$ cat config.mk
export PLATFORM = sky130hd
export DESIGN_NAME = uart_fifo_shadow_ninebit_ctrl
export DESIGN_NICKNAME = d
export VERILOG_FILES = /design/src/hdl/uart_ext_pkg.sv /design/src/hdl/uart_fifo_shadow_ninebit_ctrl.sv
export SDC_FILE = /design/constraint.sdc
export NUM_CORES = 1
export LEC_CHECK = 0
export BUFFER_PORTS_ARGS = -buffer_cell sky130_fd_sc_hd__buf_2
export CELL_PAD_IN_SITES_DETAIL_PLACEMENT = 0
export CELL_PAD_IN_SITES_GLOBAL_PLACEMENT = 1
export CORE_MARGIN = 3
export CORE_UTILIZATION = 36
export CTS_CLUSTER_DIAMETER = 40
export DETAILED_ROUTE_END_ITERATION = 8
export HOLD_SLACK_MARGIN = 0.1
export PLACE_DENSITY_LB_ADDON = 0.1
export SLEW_MARGIN = 20
export SYNTH_ARGS = -nofsm -noshare
export SYNTH_HDL_FRONTEND = slang
export SYNTH_SLANG_ARGS = --single-unit
$ cat constraint.sdc
create_clock -name core_clk -period 3.2 [get_ports core_clk]
set_input_delay 0.48 -clock core_clk [delete_from_list [all_inputs] [get_ports core_clk]]
set_output_delay 0.48 -clock core_clk [all_outputs]
set_load 0.01 [all_outputs]
$ cat src/hdl/uart_ext_pkg.sv
/*
  Package for the extended control and status block of a serial port.
  Holds register offsets, field positions, reset values and the packed
  carriers shared by the block and its surroundings.
  Assumes a classic Wishbone slave with 32-bit data and byte addresses.
*/
// Overview of operation
// - transmit FIFO entry count readable, four bits
// - receive FIFO entry count readable, four bits
// - restart bit two mirrors transmit FIFO restart
// - restart bit one mirrors receive FIFO restart
// - restart bit zero restarts whole port
// - shadow bit mirrors request-to-send control
// - shadow bit mirrors line control bit six
// - shadow bit mirrors FIFO enable control
// - shadow field mirrors receive trigger level
// - shadow field mirrors transmit empty trigger
// - abort bit aborts DMA, then self clears
// - four-bit baud fraction, applied in generator
// - ninth bit set: compare with receive address
// - after match accept data; otherwise drop
// - transmit path nine or eight bits wide
// - send-address: ninth bit one, transmit address
// - otherwise ninth bit zero, data from FIFO
// - matching disabled: normal receive, no compare
// - nine-bit transfers only with width extension
// - transmit empty, receive not empty status
package uart_ext_pkg;

  localparam logic [7:0] TX_FIFO_LEVEL_OFS      = 8'h80;
  localparam logic [7:0] RX_FIFO_LEVEL_OFS      = 8'h84;
  localparam logic [7:0] SOFT_RESTART_OFS       = 8'h88;
  localparam logic [7:0] SHADOW_RTS_OFS         = 8'h8c;
  localparam logic [7:0] SHADOW_LINE6_OFS       = 8'h90;
  localparam logic [7:0] SHADOW_FIFO_EN_OFS     = 8'h98;
  localparam logic [7:0] SHADOW_RX_TRIG_OFS     = 8'h9c;
  localparam logic [7:0] SHADOW_TXE_TRIG_OFS    = 8'ha0;
  localparam logic [7:0] DMA_ABORT_OFS          = 8'ha8;
  localparam logic [7:0] BAUD_FRACTION_OFS      = 8'hc0;
  localparam logic [7:0] RX_MATCH_ADDR_OFS      = 8'hc4;
  localparam logic [7:0] TX_ADDR_OFS            = 8'hc8;
  localparam logic [7:0] EXT_LINE_CTRL_OFS      = 8'hcc;
  localparam logic [7:0] STATUS_OFS             = 8'h7c;

  // soft restart fields
  localparam int RESTART_PORT_BIT = 0;
  localparam int RESTART_RX_BIT   = 1;
  localparam int RESTART_TX_BIT   = 2;
  // extended line control fields
  localparam int EXT_WORD_EXT_BIT = 0;
  localparam int EXT_MATCH_BIT    = 1;
  localparam int EXT_SEND_BIT     = 2;
  localparam int EXT_MODE_BIT     = 3;
  // status fields
  localparam int STAT_TFE_BIT     = 2;
  localparam int STAT_RFNE_BIT    = 3;
  // fifo control byte fields as written directly
  localparam int FIFO_CTRL_EN_BIT    = 0;
  localparam int FIFO_CTRL_RXRST_BIT = 1;
  localparam int FIFO_CTRL_TXRST_BIT = 2;
  localparam int FIFO_CTRL_TXE_LSB   = 4;
  localparam int FIFO_CTRL_RXT_LSB   = 6;

  localparam logic [3:0] EXT_CTRL_RESET = 4'h0;
  localparam logic [3:0] FRACTION_RESET = 4'h0;
  localparam logic [7:0] ADDR_RESET     = 8'h00;

  typedef struct packed {
    logic        cyc;
    logic        stb;
    logic        we;
    logic [7:0]  adr;
    logic [3:0]  sel;
    logic [31:0] dat;
  } wb_req_t;

  typedef struct packed {
    logic       fifoCtrlWe;
    logic [7:0] fifoCtrlData;
    logic       modemCtrlWe;
    logic       modemCtrlRts;
    logic       lineCtrlWe;
    logic       lineCtrlBit6;
  } direct_wr_t;

  typedef struct packed {
    logic       fifoEnable;
    logic [1:0] rxTrigger;
    logic [1:0] txEmptyTrigger;
    logic       requestToSend;
    logic       lineCtrlBit6;
  } port_ctrl_t;

  localparam port_ctrl_t CTRL_RESET = '0;

endpackage : uart_ext_pkg

$ cat src/hdl/uart_fifo_shadow_ninebit_ctrl.sv
/*
  Extended control and status block of a serial port: FIFO levels,
  software restarts, shadow controls, DMA abort, baud fraction and the
  nine-bit multidrop character paths.
  Assumes the base register block feeds its direct control writes in,
  the FIFOs report their counts, and the shifters take nine-bit chars.
*/
module uart_fifo_shadow_ninebit_ctrl (
  input  wire  logic                   core_clk,
  input  wire  logic                   rst,
  input  wire  uart_ext_pkg::wb_req_t  wbReq,
  output logic [31:0]                  wbDatOut,
  output logic                         wbAck,
  input  wire  uart_ext_pkg::direct_wr_t directWr,
  output uart_ext_pkg::port_ctrl_t     portCtrl,
  output logic                         txFifoRestart,
  output logic                         rxFifoRestart,
  output logic                         portRestart,
  output logic                         dmaAbort,
  input  wire  logic [3:0]             txFifoCount,
  input  wire  logic [3:0]             rxFifoCount,
  output logic                         txFifoEmpty,
  output logic                         rxFifoNotEmpty,
  input  wire  logic [7:0]             rxAddrIn,
  input  wire  logic [7:0]             txAddrIn,
  input  wire  logic [15:0]            divisorInt,
  output logic                         baudTick,
  input  wire  logic [7:0]             txFifoData,
  input  wire  logic                   txFifoValid,
  output logic                         txFifoPop,
  output logic [8:0]                   txChar,
  output logic                         txCharValid,
  output logic                         txCharWide,
  input  wire  logic                   txCharReady,
  input  wire  logic [8:0]             rxChar,
  input  wire  logic                   rxCharValid,
  output logic [7:0]                   rxData,
  output logic                         rxPush
);
  import uart_ext_pkg::*;

  logic        ackQ;
  logic [31:0] datQ;
  port_ctrl_t  ctrlQ;
  logic        txRstQ;
  logic        rxRstQ;
  logic        portRstQ;
  logic        abortQ;
  logic [3:0]  txCountQ;
  logic [3:0]  rxCountQ;
  logic        txEmptyQ;
  logic        rxNotEmptyQ;
  logic [3:0]  fractionQ;
  logic [7:0]  rxAddrQ;
  logic [7:0]  txAddrQ;
  logic [3:0]  extQ;
  logic        txWideQ;
  logic [15:0] baudCntQ;
  logic [3:0]  fracAccQ;
  logic        baudTickQ;
  logic [8:0]  txCharQ;
  logic        txValidQ;
  logic        txPopQ;
  logic        matchedQ;
  logic [7:0]  rxDataQ;
  logic        rxPushQ;
  logic        busReq;
  logic        wrEn;
  logic [31:0] rdData;
  logic        nineBit;
  logic [4:0]  fracSum;

  assign busReq  = wbReq.cyc & wbReq.stb;
  assign wrEn    = busReq & wbReq.we & ackQ & wbReq.sel[0];
  assign nineBit = extQ[EXT_WORD_EXT_BIT];
  assign fracSum = {1'b0, fracAccQ} + {1'b0, fractionQ};

  // a write takes effect only at the edge where the master sees ack
  function automatic logic wrHit(input logic [7:0] ofs);
    wrHit = wrEn && (wbReq.adr == ofs);
  endfunction : wrHit

  ////////////////////////////////////////////////////////////////////////////
  // bus slave

  // ack one cycle after the request, dropped in the following cycle
  always_ff @(posedge core_clk) begin
    if (rst) begin
      ackQ <= 1'b0;
      datQ <= 32'h0000_0000;
    end else begin
      ackQ <= busReq & ~ackQ;
      if (busReq & ~ackQ) begin
        datQ <= rdData;
      end
    end
  end

  // read mux, unmapped offsets read as zero
  always_comb begin
    rdData = 32'h0000_0000;
    unique case (wbReq.adr)
      TX_FIFO_LEVEL_OFS:   rdData[3:0] = txCountQ;
      RX_FIFO_LEVEL_OFS:   rdData[3:0] = rxCountQ;
      SOFT_RESTART_OFS:    rdData[2:0] = {txRstQ, rxRstQ, portRstQ};
      SHADOW_RTS_OFS:      rdData[0]   = ctrlQ.requestToSend;
      SHADOW_LINE6_OFS:    rdData[0]   = ctrlQ.lineCtrlBit6;
      SHADOW_FIFO_EN_OFS:  rdData[0]   = ctrlQ.fifoEnable;
      SHADOW_RX_TRIG_OFS:  rdData[1:0] = ctrlQ.rxTrigger;
      SHADOW_TXE_TRIG_OFS: rdData[1:0] = ctrlQ.txEmptyTrigger;
      DMA_ABORT_OFS:       rdData[0]   = abortQ;
      BAUD_FRACTION_OFS:   rdData[3:0] = fractionQ;
      RX_MATCH_ADDR_OFS:   rdData[7:0] = rxAddrQ;
      TX_ADDR_OFS:         rdData[7:0] = txAddrQ;
      EXT_LINE_CTRL_OFS:   rdData[3:0] = extQ;
      STATUS_OFS: begin
        rdData[STAT_TFE_BIT]  = txEmptyQ;
        rdData[STAT_RFNE_BIT] = rxNotEmptyQ;
      end
      default:             rdData = 32'h0000_0000;
    endcase
  end

  ////////////////////////////////////////////////////////////////////////////
  // mirrored port controls: shadow writes and direct writes share one flop

  always_ff @(posedge core_clk) begin
    if (rst || portRstQ) begin
      ctrlQ <= CTRL_RESET;
    end else begin
      if (directWr.fifoCtrlWe) begin
        ctrlQ.fifoEnable     <= directWr.fifoCtrlData[FIFO_CTRL_EN_BIT];
        ctrlQ.rxTrigger      <= directWr.fifoCtrlData[FIFO_CTRL_RXT_LSB +: 2];
        ctrlQ.txEmptyTrigger <= directWr.fifoCtrlData[FIFO_CTRL_TXE_LSB +: 2];
      end
      if (directWr.modemCtrlWe) begin
        ctrlQ.requestToSend <= directWr.modemCtrlRts;
      end
      if (directWr.lineCtrlWe) begin
        ctrlQ.lineCtrlBit6 <= directWr.lineCtrlBit6;
      end
      if (wrHit(SHADOW_RTS_OFS)) begin
        ctrlQ.requestToSend <= wbReq.dat[0];
      end
      if (wrHit(SHADOW_LINE6_OFS)) begin
        ctrlQ.lineCtrlBit6 <= wbReq.dat[0];
      end
      if (wrHit(SHADOW_FIFO_EN_OFS)) begin
        ctrlQ.fifoEnable <= wbReq.dat[0];
      end
      if (wrHit(SHADOW_RX_TRIG_OFS)) begin
        ctrlQ.rxTrigger <= wbReq.dat[1:0];
      end
      if (wrHit(SHADOW_TXE_TRIG_OFS)) begin
        ctrlQ.txEmptyTrigger <= wbReq.dat[1:0];
      end
    end
  end

  ////////////////////////////////////////////////////////////////////////////
  // restarts and dma abort: self-clearing one-cycle pulses

  always_ff @(posedge core_clk) begin
    if (rst) begin
      txRstQ   <= 1'b0;
      rxRstQ   <= 1'b0;
      portRstQ <= 1'b0;
    end else begin
      txRstQ   <= (wrHit(SOFT_RESTART_OFS) && wbReq.dat[RESTART_TX_BIT])
                | (directWr.fifoCtrlWe && directWr.fifoCtrlData[FIFO_CTRL_TXRST_BIT]);
      rxRstQ   <= (wrHit(SOFT_RESTART_OFS) && wbReq.dat[RESTART_RX_BIT])
                | (directWr.fifoCtrlWe && directWr.fifoCtrlData[FIFO_CTRL_RXRST_BIT]);
      portRstQ <= wrHit(SOFT_RESTART_OFS) && wbReq.dat[RESTART_PORT_BIT];
    end
  end

  restart_pulse_a: assert property (@(posedge core_clk) disable iff (rst)
    wrHit(SOFT_RESTART_OFS) && wbReq.dat[RESTART_PORT_BIT]
      |=> portRstQ ##1 (!portRstQ && ctrlQ == CTRL_RESET))
    else $error("port restart not a single pulse clearing controls");

  // abort held exactly one cycle after the write, then cleared by hardware
  always_ff @(posedge core_clk) begin
    if (rst || portRstQ) begin
      abortQ <= 1'b0;
    end else begin
      abortQ <= wrHit(DMA_ABORT_OFS) && wbReq.dat[0];
    end
  end

  dma_abort_a: assert property (@(posedge core_clk) disable iff (rst)
    wrHit(DMA_ABORT_OFS) && wbReq.dat[0] && !portRstQ |=> abortQ ##1 !abortQ)
    else $error("dma abort did not pulse and self clear");

  ////////////////////////////////////////////////////////////////////////////
  // fifo levels and status

  always_ff @(posedge core_clk) begin
    if (rst || portRstQ) begin
      txCountQ    <= 4'h0;
      rxCountQ    <= 4'h0;
      txEmptyQ    <= 1'b1;
      rxNotEmptyQ <= 1'b0;
    end else begin
      txCountQ    <= txFifoCount;
      rxCountQ    <= rxFifoCount;
      txEmptyQ    <= (txFifoCount == 4'h0);
      rxNotEmptyQ <= (rxFifoCount != 4'h0);
    end
  end

  status_match_a: assert property (@(posedge core_clk) disable iff (rst)
    !portRstQ |=> (txEmptyQ == ($past(txFifoCount) == 4'h0))
      && (rxNotEmptyQ == ($past(rxFifoCount) != 4'h0)))
    else $error("fifo status disagrees with fifo level");

  ////////////////////////////////////////////////////////////////////////////
  // baud fraction, address registers, extended line control

  always_ff @(posedge core_clk) begin
    if (rst || portRstQ) begin
      fractionQ <= FRACTION_RESET;
      extQ      <= EXT_CTRL_RESET;
      txWideQ   <= 1'b0;
      rxAddrQ   <= ADDR_RESET;
      txAddrQ   <= ADDR_RESET;
    end else begin
      rxAddrQ <= rxAddrIn;
      txWideQ <= extQ[EXT_MODE_BIT] & extQ[EXT_WORD_EXT_BIT];
      txAddrQ <= txAddrIn;
      if (wrHit(BAUD_FRACTION_OFS)) begin
        fractionQ <= wbReq.dat[3:0];
      end
      if (wrHit(EXT_LINE_CTRL_OFS)) begin
        extQ <= wbReq.dat[3:0];
      end else if (txValidQ && txCharReady && txCharQ[8]) begin
        extQ[EXT_SEND_BIT] <= 1'b0;   // one address character per request
      end
    end
  end

  // divisor counter; fraction accumulator stretches a period by one cycle
  always_ff @(posedge core_clk) begin
    if (rst || portRstQ) begin
      baudCntQ  <= 16'h0000;
      fracAccQ  <= 4'h0;
      baudTickQ <= 1'b0;
    end else if (divisorInt == 16'h0000) begin
      baudCntQ  <= 16'h0000;
      baudTickQ <= 1'b0;
    end else if (baudCntQ == 16'h0000) begin
      fracAccQ  <= fracSum[3:0];
      baudCntQ  <= divisorInt - 16'h0001 + {15'h0000, fracSum[4]};
      baudTickQ <= 1'b1;
    end else begin
      baudCntQ  <= baudCntQ - 16'h0001;
      baudTickQ <= 1'b0;
    end
  end

  ////////////////////////////////////////////////////////////////////////////
  // transmit character path

  always_ff @(posedge core_clk) begin
    if (rst || portRstQ || txRstQ) begin
      txCharQ  <= 9'h000;
      txValidQ <= 1'b0;
      txPopQ   <= 1'b0;
    end else begin
      txPopQ <= 1'b0;
      if (!txValidQ || txCharReady) begin
        txValidQ <= 1'b0;
        if (nineBit && extQ[EXT_SEND_BIT]
            && !(txValidQ && txCharQ[8])) begin
          txCharQ  <= {1'b1, txAddrQ};
          txValidQ <= 1'b1;
        end else if (txFifoValid && !txPopQ) begin
          txCharQ  <= {1'b0, txFifoData};
          txValidQ <= 1'b1;
          txPopQ   <= 1'b1;
        end
      end
    end
  end

  tx_address_a: assert property (@(posedge core_clk) disable iff (rst)
    (!txValidQ || txCharReady) && nineBit && extQ[EXT_SEND_BIT]
      && !(txValidQ && txCharQ[8]) && !portRstQ && !txRstQ
      |=> txValidQ && txCharQ == {1'b1, $past(txAddrQ)} && !txPopQ)
    else $error("address character not taken from transmit address");

  tx_data_a: assert property (@(posedge core_clk) disable iff (rst)
    txPopQ |-> txValidQ && !txCharQ[8] && txCharQ[7:0] == $past(txFifoData))
    else $error("data character not taken from fifo with ninth bit zero");

  ////////////////////////////////////////////////////////////////////////////
  // receive character path with address filtering

  always_ff @(posedge core_clk) begin
    if (rst || portRstQ || rxRstQ) begin
      matchedQ <= 1'b0;
      rxDataQ  <= 8'h00;
      rxPushQ  <= 1'b0;
    end else begin
      rxPushQ <= 1'b0;
      if (rxCharValid) begin
        if (nineBit && extQ[EXT_MATCH_BIT]) begin
          if (rxChar[8]) begin
            matchedQ <= (rxChar[7:0] == rxAddrQ);
          end else if (matchedQ) begin
            rxDataQ <= rxChar[7:0];
            rxPushQ <= 1'b1;
          end
        end else begin
          rxDataQ <= rxChar[7:0];
          rxPushQ <= 1'b1;
        end
      end
    end
  end

  rx_address_a: assert property (@(posedge core_clk) disable iff (rst)
    rxCharValid && rxChar[8] && nineBit && extQ[EXT_MATCH_BIT]
      && !portRstQ && !rxRstQ
      |=> !rxPushQ && matchedQ == ($past(rxChar[7:0]) == $past(rxAddrQ)))
    else $error("address character stored or compared wrongly");

  rx_filter_a: assert property (@(posedge core_clk) disable iff (rst)
    rxCharValid && !rxChar[8] && nineBit && extQ[EXT_MATCH_BIT] && !portRstQ
      && !rxRstQ |=> rxPushQ == $past(matchedQ))
    else $error("data character filtering wrong");

  rx_normal_a: assert property (@(posedge core_clk) disable iff (rst)
    rxCharValid && !(nineBit && extQ[EXT_MATCH_BIT]) && !portRstQ && !rxRstQ
      |=> rxPushQ && rxDataQ == $past(rxChar[7:0]))
    else $error("normal receive dropped a character");

  ////////////////////////////////////////////////////////////////////////////
  // outputs, all from flops

  assign wbDatOut       = datQ;
  assign wbAck          = ackQ;
  assign portCtrl       = ctrlQ;
  assign txFifoRestart  = txRstQ;
  assign rxFifoRestart  = rxRstQ;
  assign portRestart    = portRstQ;
  assign dmaAbort       = abortQ;
  assign txFifoEmpty    = txEmptyQ;
  assign rxFifoNotEmpty = rxNotEmptyQ;
  assign baudTick       = baudTickQ;
  assign txFifoPop      = txPopQ;
  assign txChar         = txCharQ;
  assign txCharValid    = txValidQ;
  assign txCharWide     = txWideQ;
  assign rxData         = rxDataQ;
  assign rxPush         = rxPushQ;

  ack_pulse_a: assert property (@(posedge core_clk) disable iff (rst)
    busReq && !ackQ |=> ackQ ##1 !ackQ)
    else $error("ack not a single pulse one cycle after request");

  tx_width_a: assert property (@(posedge core_clk) disable iff (rst)
    !portRstQ |=> txCharWide == ($past(extQ[EXT_MODE_BIT]) && $past(extQ[EXT_WORD_EXT_BIT])))
    else $error("nine bit transmit without width extension");

endmodule : uart_fifo_shadow_ninebit_ctrl

=== Word-level counts from Yosys, hierarchy flattened ===
Index checks and enable logic that the tools add are counted.

* Register bits: 97
* Output and inout port bits: 68

* Add/sub/neg operators: 4
* Eq/ne operators: 17
* Mux-type cells: 27
* Bitwise gates (word level): 12
* Reduce and logical (&&, ||, !) cells: 47

{| class="wikitable"
|+ Operator list
! operator !! count
|-
| equality test 8 bit, second input constant || 13
|-
| zero test 16 bit || 2
|-
| subtractor 16 x 1 -> 16 bit, second input constant || 2
|-
| 2-to-1 mux 8 bit || 3
|-
| logical AND 1 bit || 22
|-
| 2-to-1 mux 9 bit || 2
|-
| adder 16 x 1 -> 16 bit || 1
|-
| 2-to-1 mux 16 bit || 1
|-
| nonzero test 2 bit || 7
|-
| 2-to-1 mux 1 bit || 13
|-
| case mux 1 bit (13 select lines) || 1
|-
| case mux 1 bit (9 select lines) || 1
|-
| equality test 8 x 7 -> 1 bit, second input constant || 1
|-
| equality test 8 bit || 1
|-
| case mux 1 bit (8 select lines) || 1
|-
| case mux 4 bit (2 select lines) || 1
|-
| case mux 1 bit (7 select lines) || 1
|-
| AND 1 bit || 6
|-
| AND reduction 3 bit || 2
|-
| adder 4 x 4 -> 5 bit || 1
|-
| 2-to-1 mux 5 bit || 1
|-
| zero test 4 bit || 1
|-
| logical OR 1 bit || 4
|-
| 2-to-1 mux 2 bit || 2
|-
| 8 further kinds || 17
|}

=== Longest topological paths before layout ===
* Depth after elaboration: 7
* Depth in mapped cells: 12

=== Worst setup path before layout ===
No wires, ideal clock.

* Path type: register -> register
* Start point: register fractionQ[0]
* End point: register baudCntQ[8]
* Library setup time: 79 ps
* Arrival time: 2,252 ps
* Setup slack: 868 ps
* Cell stages (with the launch flop): 13
* Clock period less this slack: 2,332 ps
* Cell sequence: dfxtp_1 ha_1 inv_1 fa_1 inv_1 a21o_1 a21oi_1 ha_1 ha_1 nand2_1 or3_1 xor2_1 a211oi_2

* Longest elaborated chain between the ends: 3

{| class="wikitable"
|+ Ends and longest elaborated chain
! item !! line !! source
|-
| start: declaration || uart_fifo_shadow_ninebit_ctrl.sv:53 || <nowiki>logic [3:0] fractionQ;</nowiki>
|-
| start signal: assignment || uart_fifo_shadow_ninebit_ctrl.sv:232 || <nowiki>fractionQ <= wbReq.dat[3:0];</nowiki>
|-
| adder 4 x 4 -> 5 bit || uart_fifo_shadow_ninebit_ctrl.sv:76 || <nowiki>assign fracSum = {1'b0, fracAccQ} + {1'b0, fractionQ};</nowiki>
|-
| adder 16 x 1 -> 16 bit || uart_fifo_shadow_ninebit_ctrl.sv:253 || <nowiki>baudCntQ <= divisorInt - 16'h0001 + {15'h0000, fracSum[4]};</nowiki>
|-
| 2-to-1 mux 16 bit || uart_fifo_shadow_ninebit_ctrl.sv:251 || <nowiki>end else if (baudCntQ == 16'h0000) begin</nowiki>
|-
| end signal: assignment || uart_fifo_shadow_ninebit_ctrl.sv:253 ||
|-
| end signal: assignment || uart_fifo_shadow_ninebit_ctrl.sv:256 || <nowiki>baudCntQ <= baudCntQ - 16'h0001;</nowiki>
|-
| end: declaration || uart_fifo_shadow_ninebit_ctrl.sv:58 || <nowiki>logic [15:0] baudCntQ;</nowiki>
|}

No other way between the ends.
A chain may end at the register's enable or synchronous reset.

=== Worst setup path in the final report ===
Ends and elaborated chain as after synthesis.

==> impl_results.md <==
- Status: completed
- Crit Path Class: flip-flop to flip-flop
- WHS Path Cells: 2
- Commonest non-fill, non-tap cell in the layout: buf_2
- Reg power frac: 43.1%
- # Max-Cap Violations: 0
- Worst R2R Path Depth: 12
- First-pass GRT wire length: 20800 um
- RSZ-0062 raised after global routing: no
- Sink Count: 97
- Maximum vdd ir drop: 0.264 mV
- Skew final: 0.00925 ns
- DRC: 0
- Comb power frac: 25.2%
- Area Growth Syn to Fin: 20.6%
- Layout cell share with drive strength beyond 1: 27.6%
- Power Dens Cells: 552 nW/um2
- Vias: 4244
- Post-Syn Area: 4940 um2
- Vias per std cell: 5.03
- Period utilisation layout: 84.5%
- DRT iter0 DRCs: 184
- Startpoint Class: flip-flop
- Most frequent cells in the layout: buf_2 (133), dfxtp_1 (97), nor2_1 (68)
- Ports: 190
- Routed wirelength normalized by instance count: 16.1 um
- PortBufs: 133
- Drt first pass iters: 5
- FF+latch count, synth: 97
- Internal power: 0.00224 W
- Post-layout min period: 2.70 ns
- Post-Syn Instances: 535
- Sw Pwr: 0.00106 W
- Die ar.: 15200 um2
- Final max-slew violation count: 0
- Post-CTS setup buffers: 0
- ANT cells: 0
- DRT Wirelength: 13600 um
- Max frequency: 370 MHz
- Most used DFF post-synth: dfxtp_1
- # rows: 42
- CTS buffer count: 9
- Worst hold slack: 0.330 ns
- # hold bufs at CTS: 0
- CTS root buf: clkbuf_16
- Critical Path End Type: flip-flop
- CTS tree: built
- Slew headroom: 49.0%
- Data required, critical path: 3.46 ns
- Total Routing Usage GR: 17.7%
- Synth warn: 0
- Post-DRT Antenna Nets: 0
- Arr. time, crit path: 2.97 ns
- Vias in the first global route: 4035
- Hpwl dp: 10600 um
- Clock buffer depth: 2
- Yosys cell types: 60
- Finish-stage setup viols: 0
- Core outline area: 13300 um2
- Nets: 793
- TNS Setup: 0 ns
- H-tree depth: 3
- Largest net degree at the start of global routing: 30
- Grt ovf: 0
- Maximum fanout along the worst path: 4
- Clock share of power: 31.7%
- Final hold viol count: 0
- Die W: 123 um
- Starting Density: 37.0%
- Worst-path clk slew: 0.07 ns
- Leak pwr: 2.67 nW
- Filler cells: 1356
- Worst-margin pin slew: 0.754 ns
- Routability cong.: 0.876
- Initial antenna violation count: 1
- Async S/R FF share, synth: 0%
- Sw frac: 32.1%
- Post-synth EDFFs: 0
- Die Ht: 123 um
- Post_cts resized: 0
- Seq/Total Area, Yosys: 39.3%
- Synthesized area per cell: 9.24 um2
- Later-pin clock latency in the skew report: 0.34 ns
- Worst hold path type: input pin to flip-flop
- Post-layout util: 44.6%
Yosys cell counts, types with 2 or more instances:
cell type	number	area [um2]
a211oi_1	20	150
nand3b_1	3	22.5
nor3b_2	2	25.0
and3_1	10	62.6
nor4bb_1	2	20.0
or3_1	4	25.0
a21o_1	2	15.0
o41ai_1	2	17.5
nor4_2	4	50.1
dfxtp_1	97	1940
and2_1	27	169
buf_4	25	188
nand3_1	20	100
a211oi_2	7	87.6
nand2_1	22	82.6
xor2_1	8	70.1
nor3b_1	4	30.0
buf_2	10	50.1
mux2i_1	38	380
a21oi_1	9	45.0
nor3_1	7	35.0
nand4_1	4	25.0
o21ai_0	10	50.1
clkbuf_1	11	41.3
o22ai_1	5	31.3
and4_1	3	26.3
nor2b_1	5	31.3
a22o_1	8	70.1
a311oi_1	2	17.5
a22oi_1	10	75.1
xnor2_1	27	236
nor4_1	6	37.5
nor2_1	69	259
a31oi_1	3	18.8
inv_1	9	33.8
nand2b_1	4	25.0
mux2_2	5	56.3
nand3_2	2	20.0
ha_1	8	100
per-stage QoR:
stage | cells | setup WS (ns) | area (um2) | total power [W]
floorplan | 558 | 0.868 | 5030 | 0.00207
CTS | 843 | 0.492 | 5960 | 0.00333
global route | 843 | 0.268 | 5960 | 0.00349
finish | 843 | 0.497 | 5960 | 0.00329
detailed placement | 827 | 0.521 | 5680 | 0.00228
global placement | 827 | 0.564 | 5680 | 0.00227
worst max-delay path: stages, from the launching register on:
cell and delay, ns:
dfxtp_1 0.34, ha_1 0.21, inv_1 0.07, fa_1 0.20
inv_1 0.05, a21o_1 0.16, a21oi_1 0.18, ha_1 0.22
ha_1 0.27, nand2_1 0.17, or3_1 0.36, xor2_1 0.17
a211oi_2 0.21
flip-flops by register name, indices dropped and copies added, names as in the netlist, 7 cells and up:
register	count
baudCntQ	16
rxAddrQ	8
txChar	9
portCtrl	7
txAddrQ	8
wbDatOut	8
rxData	8
worst paths after layout:
check          startpoint          end  slack [ns]
max          fractionQ[0]  baudCntQ[8]        0.50
min           rxAddrIn[4]   rxAddrQ[4]        0.33
max reg2reg  fractionQ[0]  baudCntQ[8]        0.50
min reg2reg   fracAccQ[0]  fracAccQ[0]        0.48
cell type report:
cell class	count	area [um2]	area share, %
tap	176	220	3.70
clock inverter	7	56.3	0.945
multi-input combinational	405	2760	46.4
timing repair buffer	140	718	12.1
clock buffer	9	225	3.78
sequential	97	1940	32.6
inverter	9	33.8	0.567
power by group through the flow:
stage	Sequential (W)	Combinational [W]	Clock, W
floorplan	0.00144	0.000624	0
global placement	0.00144	0.000826	0
detailed placement	0.00145	0.000830	0
CTS	0.00142	0.000837	0.00108
global route	0.00143	0.000931	0.00112
finish	0.00142	0.000830	0.00104
logic make-up after synthesis:
group,count (synthesis),synth area share [%]
and+or+nand+nor,210,23.9
DFF,97,39.3
AOI/OAI and AO/OA,84,12.7
buffers and inverters,56,6.56
muxes,43,8.84
xor gates and xnor gates,35,6.20
adders and majority gates,9,2.43
other,1,0.0759
layer usage:
metal  vias to the layer above  global-route usage, %  wire (um)
met5                         -                      0          7
met4                         2                   5.26        121
met3                         9                   4.16       1030
met2                       150                   26.9       6080
met1                      1964                   24.9       6340
li1                       2119                      -          -
(Power assumes the default switching activity.)
